==> config.mk <==
export PLATFORM = sky130hd
export DESIGN_NAME = sbwoe_host
export DESIGN_NICKNAME = d
export VERILOG_FILES = /design/src/logic/sbwoe_pkg.sv /design/src/logic/sbwoe_host.sv /design/src/logic/sbwoe_sync.sv
export SDC_FILE = /design/constraint.sdc
export NUM_CORES = 1
export LEC_CHECK = 0
export BUFFER_PORTS_ARGS = -buffer_cell sky130_fd_sc_hd__buf_2
export CAP_MARGIN = 15
export CORE_AREA = 4 4 85 87
export DETAILED_ROUTE_END_ITERATION = 10
export DIE_AREA = 0 0 89 91
export PLACE_DENSITY_LB_ADDON = 0.2
export SLEW_MARGIN = 20
export SYNTH_ARGS = -nofsm -noshare
export SYNTH_HDL_FRONTEND = slang
export SYNTH_SLANG_ARGS = --single-unit
==> constraint.sdc <==
create_clock -name clk -period 2.1 [get_ports clk]
set_input_delay 0.105 -clock clk [delete_from_list [all_inputs] [get_ports clk]]
set_output_delay 0.105 -clock clk [all_outputs]
set_load 0.05 [all_outputs]
==> src/logic/sbwoe_pkg.sv <==
// package: constants and types for the block-write output-enable host controller
package sbwoe_pkg;
   // ======================================================================
   // link constants
   localparam logic [6:0]  DEV_ADDR      = 7'h69;   // 1101001
   localparam logic        DIR_WRITE     = 1'b0;
   localparam logic [7:0]  CMD_CODE      = 8'h00;
   localparam int          MAX_COUNT     = 32;
   localparam int          NUM_CFG_BYTES = 3;
   localparam int          CLK_HZ        = 100_000_000;
   localparam int          BUS_RATE_HZ   = 100_000;   // standard mode
   // one quarter of a bit period, rounded up so the bus rate is never exceeded
   localparam int          QTR_DIV       = (CLK_HZ + 4 * BUS_RATE_HZ - 1) / (4 * BUS_RATE_HZ);
   // ======================================================================
   // register map (byte addresses on Avalon-MM)
   localparam logic [3:0]  REG_CTRL      = 4'h0;  // wr: bit0 start, rd: bit0 busy
   localparam logic [3:0]  REG_STATUS    = 4'h4;  // rd: bit0 done, bit1 nack; wr1 clears
   localparam logic [3:0]  REG_DATA_LO   = 4'h8;  // outputs 0..15
   localparam logic [3:0]  REG_DATA_HI   = 4'hC;  // outputs 16..17, count
   localparam int          CTRL_START_B  = 0;
   localparam int          STAT_DONE_B   = 0;
   localparam int          STAT_NACK_B   = 1;
   localparam int          CNT_LSB       = 8;
   localparam logic [17:0] OE_RESET      = 18'h3_FFFF;
   localparam logic [1:0]  CNT_RESET     = 2'h3;
   // ======================================================================
   typedef enum logic [2:0] {
      SBW_IDLE  = 3'b000,
      SBW_START = 3'b001,
      SBW_BYTE  = 3'b010,
      SBW_ACK   = 3'b011,
      SBW_STOP  = 3'b100
   } sbwoe_state_t;

   typedef struct packed {
      logic o;    // drive low when oe
      logic oe;
   } sbwoe_pin_t;
endpackage

==> src/logic/sbwoe_host.sv <==
// host controller that programs output enables by an SMBus block write
//
// Our own choices: the Avalon-MM slave port and the address map.
`timescale 1ns/1ps
module sbwoe_host
   import sbwoe_pkg::*;
#(
   parameter int QDIV = QTR_DIV
) (
   input  wire logic        clk,            // 100 MHz system clock
   input  wire logic        rstn,           // async reset, active low
   input  wire logic [3:0]  avs_address,    // byte address
   input  wire logic        avs_read,       // read strobe
   input  wire logic        avs_write,      // write strobe
   input  wire logic [31:0] avs_writedata,  // write data
   output logic      [31:0] avs_readdata,   // read data
   output logic             avs_waitrequest,// stall
   input  wire logic        scl_i,          // serial_bus_clock_pin level
   output logic             scl_o,          // clock drive value (always 0)
   output logic             scl_oe,         // clock pull-low enable
   input  wire logic        sda_i,          // serial_bus_data_pin level
   output logic             sda_o,          // data drive value (always 0)
   output logic             sda_oe,         // data pull-low enable
   output logic             busy            // transfer in progress
);
   // ======================================================================
   // pin synchronisers
   logic [1:0] pins_s;
   sbwoe_sync #(.W(2)) u_sync (
      .clk  (clk),
      .rstn (rstn),
      .d    ({scl_i, sda_i}),
      .q    (pins_s)
   );
   wire scl_s = pins_s[1];
   wire sda_s = pins_s[0];

   // ======================================================================
   // registers
   logic [17:0]  oe_q;
   logic [1:0]   cnt_q;
   logic         done_q, nack_q;
   logic         wait_q;
   logic [31:0]  rdata_q;
   wire sel_ctrl = (avs_address == REG_CTRL);
   wire sel_stat = (avs_address == REG_STATUS);
   wire sel_lo   = (avs_address == REG_DATA_LO);
   wire sel_hi   = (avs_address == REG_DATA_HI);
   sbwoe_state_t st_q;
   wire idle     = (st_q == SBW_IDLE);
   // config writes are held off while busy so the frame is never torn; a request
   // is taken at the edge where the registered waitrequest is low
   wire wr_cfg   = avs_write && (sel_lo || sel_hi);
   wire wr_ok    = avs_write && (!wr_cfg || idle);
   wire req_ok   = avs_read || wr_ok;
   wire wr_take  = avs_write && !wait_q;
   wire start_go = wr_take && sel_ctrl && avs_writedata[CTRL_START_B] && idle;
   wire [31:0] rd_mux = sel_ctrl ? {31'h0000_0000, !idle} :
                        sel_stat ? {30'h0000_0000, nack_q, done_q} :
                        sel_lo   ? {16'h0000, oe_q[15:0]} :
                        sel_hi   ? {22'h00_0000, cnt_q, 6'h00, oe_q[17:16]} :
                                   32'h0000_0000;
   logic ev_done, ev_nack;

   always_ff @(posedge clk or negedge rstn) begin
      if (!rstn) begin
         oe_q  <= OE_RESET;
         cnt_q <= CNT_RESET;
      end else if (wr_take && sel_lo) begin
         oe_q[15:0] <= avs_writedata[15:0];
      end else if (wr_take && sel_hi) begin
         oe_q[17:16] <= avs_writedata[1:0];
         cnt_q       <= avs_writedata[CNT_LSB+1:CNT_LSB];
      end
   end

   // set beats clear on the sticky flags
   always_ff @(posedge clk or negedge rstn) begin
      if (!rstn) begin
         done_q <= 1'b0;
         nack_q <= 1'b0;
      end else begin
         done_q <= ev_done | (done_q & ~(wr_take && sel_stat && avs_writedata[STAT_DONE_B]));
         nack_q <= ev_nack | (nack_q & ~(wr_take && sel_stat && avs_writedata[STAT_NACK_B]));
      end
   end

   // waitrequest rests high and drops for exactly one cycle per request, so the
   // pin comes straight from a flop; the cost is one extra cycle on every access
   always_ff @(posedge clk or negedge rstn) begin
      if (!rstn) begin
         wait_q  <= 1'b1;
         rdata_q <= 32'h0000_0000;
      end else begin
         wait_q  <= !(req_ok && wait_q);
         rdata_q <= rd_mux;
      end
   end
   assign avs_readdata    = rdata_q;
   assign avs_waitrequest = wait_q;

   // ======================================================================
   // frame builder: address, command, count, data
   logic [1:0] dcount;
   assign dcount = (cnt_q == 2'd0) ? 2'd1 : cnt_q;
   logic [2:0] byte_idx_q;
   logic [7:0] tx_byte;
   wire  [2:0] last_idx = 3'(dcount) + 3'd2;
   always_comb begin
      unique case (byte_idx_q)
         3'd0:    tx_byte = {DEV_ADDR, DIR_WRITE};
         3'd1:    tx_byte = CMD_CODE;
         3'd2:    tx_byte = {6'h00, dcount};
         3'd3:    tx_byte = oe_q[7:0];
         3'd4:    tx_byte = oe_q[15:8];
         3'd5:    tx_byte = {oe_q[17], oe_q[16], 6'h00};
         default: tx_byte = 8'h00;
      endcase
   end

   // ======================================================================
   // quarter-bit tick: four phases per bit give 100 kbit/s
   localparam int QW = $clog2(QDIV + 1);
   logic [QW-1:0] div_q;
   wire tick = (div_q == QW'(QDIV - 1));
   always_ff @(posedge clk or negedge rstn) begin
      if (!rstn) begin
         div_q <= '0;
      end else begin
         div_q <= (tick || idle) ? '0 : div_q + QW'(1);
      end
   end

   // ======================================================================
   // bit engine
   logic [1:0] ph_q;
   logic [2:0] bit_q;
   logic       scl_low_q, sda_low_q;
   wire  last_ph = tick && (ph_q == 2'd3);
   wire  tx_bit  = tx_byte[bit_q];
   // an acknowledge only counts while the clock is really released, so a device
   // that stretches the clock reads as a refusal instead of a false acknowledge
   wire  ack_ok  = !sda_s && scl_s;
   wire  ack_smp = tick && (ph_q == 2'd2) && (st_q == SBW_ACK);
   logic ack_seen_q;

   always_ff @(posedge clk or negedge rstn) begin
      if (!rstn) begin
         st_q       <= SBW_IDLE;
         ph_q       <= 2'd0;
         bit_q      <= 3'd7;
         byte_idx_q <= 3'd0;
         scl_low_q  <= 1'b0;
         sda_low_q  <= 1'b0;
         ack_seen_q <= 1'b0;
      end else begin
         if (tick) ph_q <= ph_q + 2'd1;
         if (ack_smp) ack_seen_q <= ack_ok;
         unique case (st_q)
            SBW_IDLE: begin
               ph_q <= 2'd0;
               if (start_go) begin
                  st_q       <= SBW_START;
                  byte_idx_q <= 3'd0;
                  bit_q      <= 3'd7;
               end
            end
            SBW_START: begin
               // data falls while clock high, then clock falls
               if (tick && ph_q == 2'd1) sda_low_q <= 1'b1;
               if (tick && ph_q == 2'd3) scl_low_q <= 1'b1;
               if (last_ph) st_q <= SBW_BYTE;
            end
            SBW_BYTE: begin
               if (tick && ph_q == 2'd0) sda_low_q <= !tx_bit;
               if (tick && ph_q == 2'd1) scl_low_q <= 1'b0;
               if (tick && ph_q == 2'd3) scl_low_q <= 1'b1;
               if (last_ph) begin
                  bit_q <= bit_q - 3'd1;
                  if (bit_q == 3'd0) st_q <= SBW_ACK;
               end
            end
            SBW_ACK: begin
               if (tick && ph_q == 2'd0) sda_low_q <= 1'b0; // release for device
               if (tick && ph_q == 2'd1) scl_low_q <= 1'b0;
               if (tick && ph_q == 2'd3) scl_low_q <= 1'b1;
               if (last_ph) begin
                  bit_q <= 3'd7;
                  // a missing ack or the last byte ends the frame on a whole byte
                  if (!ack_seen_q || byte_idx_q == last_idx) begin
                     st_q <= SBW_STOP;
                  end else begin
                     byte_idx_q <= byte_idx_q + 3'd1;
                     st_q       <= SBW_BYTE;
                  end
               end
            end
            SBW_STOP: begin
               // data low, clock released, then data released while clock high
               if (tick && ph_q == 2'd0) sda_low_q <= 1'b1;
               if (tick && ph_q == 2'd1) scl_low_q <= 1'b0;
               if (tick && ph_q == 2'd3) sda_low_q <= 1'b0;
               if (last_ph) st_q <= SBW_IDLE;
            end
            default: st_q <= SBW_IDLE;
         endcase
      end
   end

   // the frame is only counted good once the last data byte is acknowledged
   assign ev_done = last_ph && (st_q == SBW_ACK) && ack_seen_q
                    && (byte_idx_q == last_idx);
   assign ev_nack = last_ph && (st_q == SBW_ACK) && !ack_seen_q;

   // open-drain outputs straight from flip-flops
   sbwoe_pin_t scl_pin, sda_pin;
   assign scl_pin = '{o: 1'b0, oe: scl_low_q};
   assign sda_pin = '{o: 1'b0, oe: sda_low_q};
   assign scl_o   = scl_pin.o;
   assign scl_oe  = scl_pin.oe;
   assign sda_o   = sda_pin.o;
   assign sda_oe  = sda_pin.oe;

   always_ff @(posedge clk or negedge rstn) begin
      if (!rstn) busy <= 1'b0;
      else       busy <= !idle || start_go;
   end

   // ======================================================================
   // check helper: cycles in a row that the host has held the clock low
   localparam int HW       = QW + 1;
   localparam int HOLD_MAX = 2 * QDIV;
   logic [HW-1:0] scl_hold_q;
   always_ff @(posedge clk or negedge rstn) begin
      if (!rstn) begin
         scl_hold_q <= '0;
      end else begin
         scl_hold_q <= scl_low_q ? scl_hold_q + HW'(1) : '0;
      end
   end

   // ======================================================================
   // checks
   // frame content
   addr_byte_a: assert property (@(posedge clk) disable iff (!rstn)
      (st_q == SBW_BYTE && byte_idx_q == 3'd0) |-> tx_byte == 8'hD2)
      else $error("address byte is not 1101001 with write");
   cmd_zero_a: assert property (@(posedge clk) disable iff (!rstn)
      (st_q == SBW_BYTE && byte_idx_q == 3'd1) |-> tx_byte == 8'h00)
      else $error("command code not zero");
   count_range_a: assert property (@(posedge clk) disable iff (!rstn)
      (byte_idx_q == 3'd2) |-> (tx_byte >= 8'd1 && tx_byte <= 8'd3))
      else $error("byte count out of range");
   no_overrun_a: assert property (@(posedge clk) disable iff (!rstn)
      byte_idx_q <= 3'd5)
      else $error("more data bytes than device registers");
   reserved_zero_a: assert property (@(posedge clk) disable iff (!rstn)
      (byte_idx_q == 3'd5) |-> tx_byte[5:0] == 6'h00)
      else $error("reserved bits not zero");
   // bit timing and framing on the link; data must only move under a low clock
   msb_first_a: assert property (@(posedge clk) disable iff (!rstn)
      (st_q == SBW_ACK && $past(st_q) == SBW_BYTE) |-> $past(bit_q) == 3'd0)
      else $error("byte did not end on bit 0");
   data_stable_a: assert property (@(posedge clk) disable iff (!rstn)
      (st_q == SBW_BYTE && !scl_low_q) |-> $stable(sda_low_q))
      else $error("data changed while clock released");
   ack_release_a: assert property (@(posedge clk) disable iff (!rstn)
      (st_q == SBW_ACK && ph_q != 2'd0) |-> !sda_low_q)
      else $error("host drives data during acknowledge");
   ack_sample_a: assert property (@(posedge clk) disable iff (!rstn)
      ack_smp |-> !scl_low_q)
      else $error("acknowledge sampled with clock held low");
   rate_div_a: assert property (@(posedge clk) disable iff (!rstn)
      tick |=> !tick)
      else $error("bit tick too fast");
   scl_hold_a: assert property (@(posedge clk) disable iff (!rstn)
      scl_hold_q <= HW'(HOLD_MAX))
      else $error("clock held low longer than half a bit");
   start_idle_a: assert property (@(posedge clk) disable iff (!rstn)
      start_go |=> st_q == SBW_START)
      else $error("start request did not open a frame");
   start_frame_a: assert property (@(posedge clk) disable iff (!rstn)
      (st_q == SBW_START && tick && ph_q == 2'd1) |=> sda_low_q && !scl_low_q)
      else $error("start condition not data falling under high clock");
   stop_frame_a: assert property (@(posedge clk) disable iff (!rstn)
      (st_q == SBW_STOP && last_ph) |=> idle && !sda_low_q && !scl_low_q)
      else $error("stop condition did not release both lines");
   idle_release_a: assert property (@(posedge clk) disable iff (!rstn)
      idle |-> !scl_low_q && !sda_low_q)
      else $error("line held low while idle");
   nack_stop_a: assert property (@(posedge clk) disable iff (!rstn)
      ev_nack |=> st_q == SBW_STOP)
      else $error("refused byte did not end the frame");
   busy_idle_a: assert property (@(posedge clk) disable iff (!rstn)
      !busy |-> idle)
      else $error("frame running with busy low");
   // register side
   done_valid_a: assert property (@(posedge clk) disable iff (!rstn)
      ev_done |-> ack_seen_q && byte_idx_q >= 3'd3)
      else $error("done without acknowledged count");
   flag_set_a: assert property (@(posedge clk) disable iff (!rstn)
      ev_done |=> done_q)
      else $error("done flag lost to a clear");
   cfg_stall_a: assert property (@(posedge clk) disable iff (!rstn)
      (wr_take && (sel_lo || sel_hi)) |-> idle)
      else $error("config written during a frame");
   wait_pulse_a: assert property (@(posedge clk) disable iff (!rstn)
      !wait_q |=> wait_q)
      else $error("waitrequest low for more than one cycle");
   cov_done_c: cover property (@(posedge clk) disable iff (!rstn) ev_done);
   cov_nack_c: cover property (@(posedge clk) disable iff (!rstn) ev_nack);
   cov_full_c: cover property (@(posedge clk) disable iff (!rstn)
      ev_done && byte_idx_q == 3'd5);
   cov_stall_c: cover property (@(posedge clk) disable iff (!rstn)
      wr_cfg && !idle);
endmodule

==> src/logic/sbwoe_sync.sv <==
// two-flop synchroniser for the bus pins
`timescale 1ns/1ps
module sbwoe_sync #(
   parameter int W = 2
) (
   input  wire logic         clk,   // system clock
   input  wire logic         rstn,  // async reset, active low
   input  wire logic [W-1:0] d,     // asynchronous inputs
   output logic      [W-1:0] q      // synchronised outputs
);
   logic [W-1:0] meta_q;
   always_ff @(posedge clk or negedge rstn) begin
      if (!rstn) begin
         meta_q <= '1;
         q      <= '1;
      end else begin
         meta_q <= d;
         q      <= meta_q;
      end
   end
endmodule

==> key figures, run 1 <==
Placed design
  – DP Wirelength: about 4900 um
  – Weighted congestion reported at the end of routability-driven placement: a little under 0.9
  – Port Buffers: between 40 and 50

Setup path
  – WP data required: about 2.4 ns
  – Setup slack on the worst flop-to-flop path: ~0.22 ns
  – Worst reg-to-reg path cell count: 6
  – Startpoint types: flip-flop
  – Crit end category: flip-flop
  – Max Fanout on Critical Path: 10
  – Reg-to-reg endpoint: sda_oe
  – Launch point of the worst reg-to-reg path: byte_idx_q[1]
  – Worst Path Class, Setup: flip-flop to flip-flop
  – Arr. time, crit path: ~2.1 ns

Die
  – Die footprint: 8100 um2
  – Die height: 91 um
  – Die span in x: ~90 um
  – Ports: 80
  – Starting utilization of the core area: between 50% and 60%
  – Row cnt: 29
  – Core box area: approximately 6300 um2

Min path
  – Endpoint of the worst hold-timing path: oe_q[1]
  – Min-Delay Startpoint: avs_writedata[1]
  – Instance count along the most critical hold path: 2
  – Path class of the lowest-slack min-delay path: primary input to flip-flop

Clocking
  – Clock tree from TritonCTS: yes
  – Clock root cell: sky130_fd_sc_hd__clkbuf_8
  – Clock edge transition at the registers on the reported setup and hold paths: 0.07 ns
  – TritonCTS buffer count: 9
  – Number of sinks handled by clock tree synthesis: 66
  – Post-CTS repair timing setup buffer count: 0
  – Clock latency at the later pin of the worst-skew pair: between 0.3 and 0.4 ns
  – Bufs on Longest Clock Path: 2
  – H-tree Lvls: 3

Timing
  – Worst Max-Slew Pin Slew: just under 0.7 ns
  – Number of hold-slack violations in the final timing report: 0
  – Highest clock frequency the design can meet: roughly 530 MHz
  – Max-slew headroom: roughly 55%
  – Final worst-path cycle share: about nine tenths
  – Clock period minus final worst setup slack: 1.88 ns
  – Setup repair after global routing missed its margin: no
  – Max-slew violations: 0
  – Sum of negative setup slack: 0 ns
  – Final-report setup violation count: 0
  – Clock tree skew after final layout: approximately 0.006 ns

Yosys
  – Synth Area per Inst: 11.0 um2
  – Warnings from Yosys: 0
  – Post-synthesis cell count: 310
  – Most area-hungry cell type in the Yosys netlist: sky130_fd_sc_hd__dfrtp_1
  – Number of flip-flops and latches in the synthesized netlist: 66
  – Portion of the post-synthesis area used by sequential elements: between 40 and 50%
  – Top cells by area, synth: sky130_fd_sc_hd__dfrtp_1 (28%), sky130_fd_sc_hd__dfstp_2 (22%), sky130_fd_sc_hd__mux2_1 (7.0%)
  – Post-synth ARST share: 100%
  – Top-area cell type share of the netlist area: 28.0%
  – Number of enable flip-flop cells after synthesis: 0
  – Cell types with the highest counts after synthesis: sky130_fd_sc_hd__dfrtp_1 (38), sky130_fd_sc_hd__dfstp_2 (28), sky130_fd_sc_hd__nor2_1 (24)
  – Most instantiated library cell after synthesis: sky130_fd_sc_hd__dfrtp_1
  – Count of distinct cell types in the synthesized netlist: 63
  – Commonest register cell after synthesis: sky130_fd_sc_hd__dfrtp_1
  – Post-Synthesis Cell Area: 3400 um2

Power
  – Maximum ir drop on the vdd rail: 0.640 mV
  – Areal power density over the cells: 697 nW/um2
  – Power after layout: ~2.8 mW
  – Leakage: 1.89 nW

Routing
  – Final wirelength: between 6000 and 7000 um
  – Remaining design rule violation count: 0
  – Number of vias after detailed routing: 2460
  – Detailed-route wire length per cell: approximately 15 um
  – Number of vias per cell: ~5.3
  – Iter 0 DRT Violations: 119
  – Remaining number of nets flagged by the antenna check after routing: 0
  – Number of detailed-routing iterations run before antenna repair: 4

Global route
  – Pin count of the biggest net entering global routing: 38
  – Total GRT Usage: 18.3%
  – Wire length of the first global-routing pass: 11400 um
  – Initial antenna violation count: 0
  – Remaining global-route overflow: 0
  – Number of global-route vias before repair: 2394

Finish
  – Relative area change from synthesis to final layout: 18.7%
  – Filler Cells Inserted: a little over 500
  – Fraction of layout cells with a size suffix above 1: 29.4%
  – Number of antenna cells inserted: 0
  – Net count of the finished layout: approximately 440
  – Total area of sequential cells: around 1700 um2
  – Multi-input gate area in the final layout: approximately 1500 um2

Flow run
  – Max-cap check violation count: 0

Outcome
  – Result of the run: complete, no violations
[how the worst max path moves through the flow]
stage                        from     end  slack (ns)  cells after the start
CTS                 byte_idx_q[1]  sda_oe        0.13                      6
global route        byte_idx_q[1]  sda_oe        0.07                      6
floorplan           byte_idx_q[0]  sda_oe        0.19                      7
global placement    byte_idx_q[1]  sda_oe        0.17                      6
detailed placement  byte_idx_q[1]  sda_oe        0.16                      6
finish              byte_idx_q[1]  sda_oe        0.22                      6
[registers in the layout (all words and copies together), names as in the netlist, 2 cells and up]
signal         count
ph_q               2
bit_q              3
div_q              8
u_sync.meta_q      2
cnt_q              2
st_q               3
u_sync.q           2
byte_idx_q         3
avs_readdata      16
oe_q              18
[report_power, final]
part / switching (mW) / internal (mW) / total [mW]
Clock: 0.450 / 0.485 / 0.935
Combinational: 0.207 / 0.135 / 0.342
Sequential: 0.0862 / 1.45 / 1.53
Total: 0.744 / 2.07 / 2.81
[layout make-up]
type                       instances  share of cell area [%]
timing repair buffer              72                    12.2
sequential                        66                    41.8
tap                               77                    2.39
clock inverter                     2                   0.310
clock buffer                      13                    3.94
inverter                          11                    1.02
multi-input combinational        221                    38.3
[repair_timing]
item	in CTS	in global routing
endpoints found under the hold margin	33	0
hold buffers	20	0
gates resized for setup	0	2
endpoints found under the setup margin	0	1
[per-layer routing]
| layer | vias up | part of all wire, % | GRT usage, % |
|---|---|---|---|
| met4 | 0 | 1.4 | 5.33 |
| met5 | - | 0 | 0 |
| met3 | 8 | 5.9 | 7.60 |
| met1 | 1191 | 43 | 23.8 |
| met2 | 63 | 49 | 28.0 |
| li1 | 1198 | - | - |
[worst max-delay path, cell delays in order, from the launching register on]
cell	delay [ns]
sky130_fd_sc_hd__dfrtp_1	0.43
sky130_fd_sc_hd__ha_1	0.21
sky130_fd_sc_hd__ha_2	0.24
sky130_fd_sc_hd__a221oi_2	0.27
sky130_fd_sc_hd__a21oi_1	0.09
sky130_fd_sc_hd__a211o_1	0.32
sky130_fd_sc_hd__a221oi_2	0.24
[layout by cell type (no fill, tap or decap), drive strengths merged, types with 4 or more instances in the layout]
cell type,synthesis,layout
a211oi,5,5
nand2b,5,5
nor2,27,27
conb,1,18
nand3,13,13
inv,11,11
buf,27,52
o21ai,14,14
dfstp,28,28
dfrtp,38,38
ha,13,13
mux2,22,22
and2,13,13
nor3,4,4
clkbuf,2,13
a21oi,9,9
dlygate4sd3,0,20
nand4,6,6
nand3b,4,4
nand2,20,20
xnor2,4,4
[cell families (layout without fill, tap and decap cells)]
logic type	after synthesis	after routing	synth area share, %
simple gates	106	106	17.0
flops	66	66	49.6
compound gates	52	52	11.0
buf+inv	40	98	7.03
mux	25	25	8.54
fa+ha+maj	13	13	4.79
xor+xnor	7	7	1.80
other cells	1	18	0.110
[through the flow]
stage | worst slack [ns] | std cells | instance area [um2] | hold slack [ns] | util, %
global placement | 0.167 | 427 | 3650 | 0.173 | 57.5
detailed placement | 0.163 | 427 | 3650 | 0.171 | 57.5
finish | 0.220 | 462 | 4030 | 0.0186 | 63.5
CTS | 0.125 | 462 | 4020 | 0.000370 | 63.3
floorplan | 0.194 | 327 | 3460 | -0.191 | -
global route | 0.0724 | 462 | 4030 | 0.00567 | 63.5
Note: power is estimated with default switching activity, not from simulation.
==> inputs of run 2 (changes only) <==
CELL_PAD_IN_SITES_DETAIL_PLACEMENT = 0   (was default)
CELL_PAD_IN_SITES_GLOBAL_PLACEMENT = 2   (was default)
CORE_AREA = 4 4 105 107   (was 4 4 85 87)
DIE_AREA = 0 0 109 111   (was 0 0 89 91)
PLACE_DENSITY = 0.83   (was default)
PLACE_DENSITY_LB_ADDON = default   (was 0.2)
==> run 2 against run 1 <==
Effect of this change: critical path depth unchanged; clock-buffer cell count shrank 2; utilization down 23 points; worst hold slack improved by 0.0096 ns; register-to-register slack worse by 0.06 ns; combinational power hardly changed; routed wire length up 4.8%; total power about the same; via count shrank 0.85%; largest power group unchanged.
==> key figures, run 2 (synthesized netlist as in run 1, its figures left out) <==
Outcome
  – Result of the run: complete, no violations

Routing
  – Detail Route met2 WL: 3480 um
  – Detailed-route wire length per cell: between 10 and 15 um
  – Remaining design rule violation count: 0
  – Met3 WL: 346 um
  – Number of vias after detailed routing: 2439
  – Final wirelength: around 7100 um
  – Number of detailed-routing iterations run before antenna repair: 4
  – Highest Signal Layer: met4
  – Number of vias per cell: ~4.6
  – Iter 0 DRT Violations: 64
  – Met1 layer wirelength in the final routing: about 3200 um
  – Remaining number of nets flagged by the antenna check after routing: 0

Setup path
  – Worst Path Class, Setup: flip-flop to flip-flop
  – Max Fanout on Critical Path: 10
  – Worst reg-to-reg path cell count: 6
  – WP data required: 2.35 ns
  – Crit end category: flip-flop
  – Arr. time, crit path: about 2.2 ns
  – Startpoint types: flip-flop

Finish
  – Fraction of layout cells with a size suffix above 1: between 20 and 30%
  – Number of antenna cells inserted: 0
  – Net count of the finished layout: around 440
  – Number of flip-flops in the largest register: 18
  – Relative area change from synthesis to final layout: 20.8%
  – Most flops, register: oe_q
  – Util after Layout: roughly 40%
  – Most common cell after layout, fill and taps aside: sky130_fd_sc_hd__buf_2
  – Top library cells by usage in the layout, fill and taps aside: sky130_fd_sc_hd__buf_2 (45), sky130_fd_sc_hd__dfrtp_1 (38), sky130_fd_sc_hd__dfstp_2 (28), sky130_fd_sc_hd__nor2_1 (24), sky130_fd_sc_hd__mux2_1 (21)

Timing
  – Clock tree skew after final layout: 0.00820 ns
  – Max-slew headroom: 62.0%
  – Highest clock frequency the design can meet: 515 MHz
  – Worst Max-Slew Pin Slew: roughly 0.57 ns
  – Worst Hold Margin: 0.0282 ns
  – Final-report setup violation count: 0
  – Setup repair after global routing missed its margin: no
  – Max-slew violations: 0
  – Clock period minus final worst setup slack: slightly below 2 ns
  – Number of hold-slack violations in the final timing report: 0
  – Final worst-path cycle share: ~92%
  – Sum of negative setup slack: 0 ns

Die
  – Core box area: between 10000 and 15000 um2
  – Ports: 80
  – Die height: roughly 110 um
  – Die footprint: 12100 um2
  – Starting utilization of the core area: 33.5%
  – Row cnt: 37
  – Die span in x: 109 um

Placed design
  – DP Wirelength: roughly 5300 um
  – Port Buffers: between 40 and 50
  – Weighted congestion reported at the end of routability-driven placement: between 0.7 and 0.8

Power
  – Areal power density over the cells: about 680 nW/um2
  – Switching power as a share of total power: between 20% and 30%
  – Part of the total power dissipated in sequential elements: between 50% and 60%
  – Maximum ir drop on the vdd rail: roughly 0.26 mV
  – Combinational power share: between 10% and 20%
  – Clock power frac: 33.2%
  – Switching Power: around 0.78 mW
  – Leakage: approximately 1.9 nW
  – Cell-internal power: about 2.0 mW

Global route
  – Number of global-route vias before repair: 2510
  – Remaining global-route overflow: 0
  – Pin count of the biggest net entering global routing: 26
  – Total GRT Usage: about an eighth
  – Wire length of the first global-routing pass: 11900 um
  – Initial antenna violation count: 0

Flow run
  – Max-cap check violation count: 0

Clocking
  – Number of sinks handled by clock tree synthesis: 66
  – Clock edge transition at the registers on the reported setup and hold paths: 0.07 ns
  – Post-CTS repair timing setup buffer count: 0
  – Bufs on Longest Clock Path: 2
  – Clock tree from TritonCTS: yes
  – Clock root cell: sky130_fd_sc_hd__clkbuf_8
  – Number of cells upsized or downsized after cts: 0
  – Clock latency at the later pin of the worst-skew pair: 0.34 ns
  – H-tree Lvls: 3
  – TritonCTS buffer count: 9

Min path
  – Instance count along the most critical hold path: 3
  – Path class of the lowest-slack min-delay path: primary input to flip-flop
## run 2: cell type report
cell class / instances / area (um2)
inverter: 11 / 41.3
timing repair buffer: 75 / 500
clock buffer: 11 / 141
multi-input combinational: 221 / 1540
tap: 136 / 170
sequential: 66 / 1690
clock inverter: 5 / 30.0
fill: 992 / 6030
## run 2: power by group through the flow
stage / combinational (mW) / sequential (mW) / clock [mW]
final: 0.344 / 1.53 / 0.933
after CTS: 0.350 / 1.54 / 0.968
after floorplan: 0.221 / 1.56 / 0
after detailed placement: 0.320 / 1.56 / 0
after global placement: 0.312 / 1.55 / 0
after global routing: 0.376 / 1.55 / 1.04
## run 2: layer usage
metal / up-vias / global-route usage [%]
met3: 12 / 3.61
met2: 45 / 20.1
li1: 1209 / -
met5: - / 0
met1: 1173 / 15.4
met4: 0 / 5.13
## run 2: worst paths after layout
path	start	to	slack, ns
min in group asynchronous	rstn	avs_readdata[9]	0.25
hold / removal	avs_write	avs_waitrequest	0.03
setup reg to reg	byte_idx_q[0]	sda_oe	0.16
setup / recovery	byte_idx_q[0]	sda_oe	0.16
max in group asynchronous	rstn	oe_q[2]	1.09
hold reg to reg	u_sync.meta_q[0]	u_sync.q[0]	0.36
## run 2: per-stage QoR
step,worst slack [ns],area (um2),total power [mW],cells
CTS,0.161,4110,2.85,525
global route,0.0232,4110,2.96,525
global placement,0.198,3730,1.87,489
detailed placement,0.191,3730,1.88,489
finish,0.158,4110,2.81,525
floorplan,0.194,3460,1.78,327
## run 2: worst max-delay path, cell delays in order (launching register included)
cell                       delay (ns)
sky130_fd_sc_hd__dfrtp_1         0.39
sky130_fd_sc_hd__ha_1            0.20
sky130_fd_sc_hd__ha_1            0.31
sky130_fd_sc_hd__a221oi_2        0.32
sky130_fd_sc_hd__a21oi_1         0.10
sky130_fd_sc_hd__a211o_1         0.31
sky130_fd_sc_hd__a221oi_2        0.23
## run 2: timing repair
action	4_1_cts	5_1_grt
hold endpoints to repair	29	0
hold buffers	20	0
setup endpoints to repair	0	0
==> inputs of run 3 (changes only) <==
CTS_BUF_LIST = sky130_fd_sc_hd__clkbuf_8 sky130_fd_sc_hd__clkbuf_16   (was default)
==> run 3 against run 2 <==
Effect of this change: total power is 0.12% lower; global-route usage unchanged; register-to-register slack hardly changed; combinational power barely moved; die area is the same; sequential power about the same; via count down 0.33%; final cell count unchanged; critical path depth unchanged; sequential share of layout area unchanged; setup slack improved by 0.0060 ns; clock power fell by 0.4%; largest power group unchanged.
==> key figures, run 3 (synthesized netlist as in run 1, its figures left out) <==
Setup path
  – CP peak stage delay: between 0.3 and 0.4 ns
  – Startpoint types: flip-flop
  – Worst Path Class, Setup: flip-flop to flip-flop
  – Cells traversed along the worst timing path: ha_1, ha_1, a221oi_2, a21oi_1, a211o_1, a221oi_2
  – Crit path max-delay cell type: sky130_fd_sc_hd__dfrtp_1
  – Max Fanout on Critical Path: 10
  – WP data required: around 2.4 ns
  – Largest delay contributor family on the critical path: compound AO/OA/AOI/OAI gates
  – Arr. time, crit path: between 2 and 2.5 ns
  – Crit end category: flip-flop
  – Count of buffering cells on the critical path with inverters included: 0

Placed design
  – DP Wirelength: approximately 5300 um
  – Pre-CTS WS: around 0.19 ns
  – Placed standard-cell area: between 3000 and 4000 um2
  – Weighted congestion reported at the end of routability-driven placement: 0.779
  – Port Buffers: 45

Finish
  – Filler Cells Inserted: approximately 990
  – Fraction of layout cells with a size suffix above 1: 29.8%
  – Most flops, register: oe_q
  – Multi-input gate area in the final layout: 1540 um2
  – Number of antenna cells inserted: 0
  – Non-Filler Cell Area, Final: 4110 um2
  – Most common cell after layout, fill and taps aside: sky130_fd_sc_hd__buf_2
  – Total area of sequential cells: approximately 1700 um2
  – Number of flip-flops in the largest register: 18
  – Top library cells by usage in the layout, fill and taps aside: sky130_fd_sc_hd__buf_2 (45), sky130_fd_sc_hd__dfrtp_1 (38), sky130_fd_sc_hd__dfstp_2 (28), sky130_fd_sc_hd__nor2_1 (24), sky130_fd_sc_hd__mux2_1 (21)
  – Relative area change from synthesis to final layout: 20.8%
  – Util after Layout: 40.5%
  – Net count of the finished layout: 439

Flow run
  – Max-cap check violation count: 0

Die
  – Core box area: a little over 10000 um2
  – Ports: 80
  – Die span in x: between 100 and 150 um
  – Row cnt: 37
  – Die footprint: approximately 12000 um2
  – Die height: 111 um
  – Starting utilization of the core area: between 30% and 40%

Clocking
  – Clock latency at the later pin of the worst-skew pair: approximately 0.34 ns
  – Number of cells upsized or downsized after cts: 0
  – Clock root cell: sky130_fd_sc_hd__clkbuf_8
  – Post-CTS repair timing setup buffer count: 0
  – Bufs on Longest Clock Path: 2
  – H-tree Lvls: 3
  – Clock edge transition at the registers on the reported setup and hold paths: around 0.070 ns
  – Number of sinks handled by clock tree synthesis: 66
  – Clock tree from TritonCTS: yes
  – TritonCTS buffer count: 9
  – Quantity of hold-fixing buffers added after cts: 20

Timing
  – Clock tree skew after final layout: approximately 0.0082 ns
  – Sum of negative setup slack: 0 ns
  – Clock period minus final worst setup slack: around 1.9 ns
  – Max-slew headroom: 62.0%
  – Max-slew violations: 0
  – Setup repair after global routing missed its margin: no
  – Final worst-path cycle share: approximately 92%
  – Final-report setup violation count: 0
  – Post-route worst setup slack: about 0.16 ns
  – Number of hold-slack violations in the final timing report: 0
  – Highest clock frequency the design can meet: between 500 and 600 MHz
  – Worst Hold Margin: ~0.028 ns
  – Worst Max-Slew Pin Slew: ~0.57 ns

Routing
  – Number of detailed-routing iterations run before antenna repair: 4
  – Remaining design rule violation count: 0
  – Number of vias after detailed routing: between 2k and 2.5k
  – Final wirelength: ~7000 um
  – Number of vias per cell: 4.63
  – Remaining number of nets flagged by the antenna check after routing: 0
  – Iter 0 DRT Violations: 50
  – Detailed-route wire length per cell: between 10 and 15 um

Min path
  – Path class of the lowest-slack min-delay path: primary input to flip-flop

Global route
  – Remaining global-route overflow: 0
  – Wire length of the first global-routing pass: between 10000 and 15000 um
  – Initial antenna violation count: 0
  – Number of global-route vias before repair: around 2.5k
  – Total GRT Usage: approximately 12%
  – Pin count of the biggest net entering global routing: 26

Outcome
  – Result of the run: complete, no violations

Power
  – Areal power density over the cells: just under 700 nW/um2
  – Leakage: roughly 1.9 nW
  – Maximum ir drop on the vdd rail: between 0.2 and 0.3 mV
==> run 3: report_power, final <==
group / switching, mW / total (mW) / internal (mW)
Sequential: 0.0883 / 1.54 / 1.45
Clock: 0.479 / 0.929 / 0.449
Combinational: 0.210 / 0.344 / 0.134
==> run 3: final timing paths <==
| check | start | endpoint | slack, ns | cells past startpoint |
|---|---|---|---|---|
| setup reg to reg | byte_idx_q[0] | sda_oe | 0.16 | 6 |
| max in group asynchronous | rstn | oe_q[2] | 1.09 | 3 |
| hold / removal | avs_write | avs_waitrequest | 0.03 | 3 |
| hold reg to reg | u_sync.meta_q[0] | u_sync.q[0] | 0.36 | 0 |
| setup / recovery | byte_idx_q[0] | sda_oe | 0.16 | 6 |
| min in group asynchronous | rstn | avs_readdata[9] | 0.25 | 2 |
==> run 3: final cells by class <==
type	count	share of cell area, %
Clock inverter	6	0.823
Clock buffer	10	3.35
Tap cell	136	4.14
Sequential cell	66	41.1
Timing Repair Buffer	75	12.2
Inverter	11	1.01
Multi-Input combinational cell	221	37.4
==> run 3: routing by layer <==
metal	share of wire [%]	GRT usage (%)
met1	44	15.4
met5	0	0
met3	4.6	3.61
met4	2.0	5.13
met2	49	20.1
==> run 3: tightest hold or removal path, cell delays in order <==
cell and delay (ns):
sky130_fd_sc_hd__buf_2 0.08, sky130_fd_sc_hd__o21a_1 0.10, sky130_fd_sc_hd__o21ai_0 0.07
==> run 3: stage by stage <==
stage | total power, mW | instances
after global routing | 2.96 | 525
final | 2.81 | 525
after global placement | 1.87 | 489
after detailed placement | 1.88 | 489
after CTS | 2.85 | 525
after floorplan | 1.78 | 327
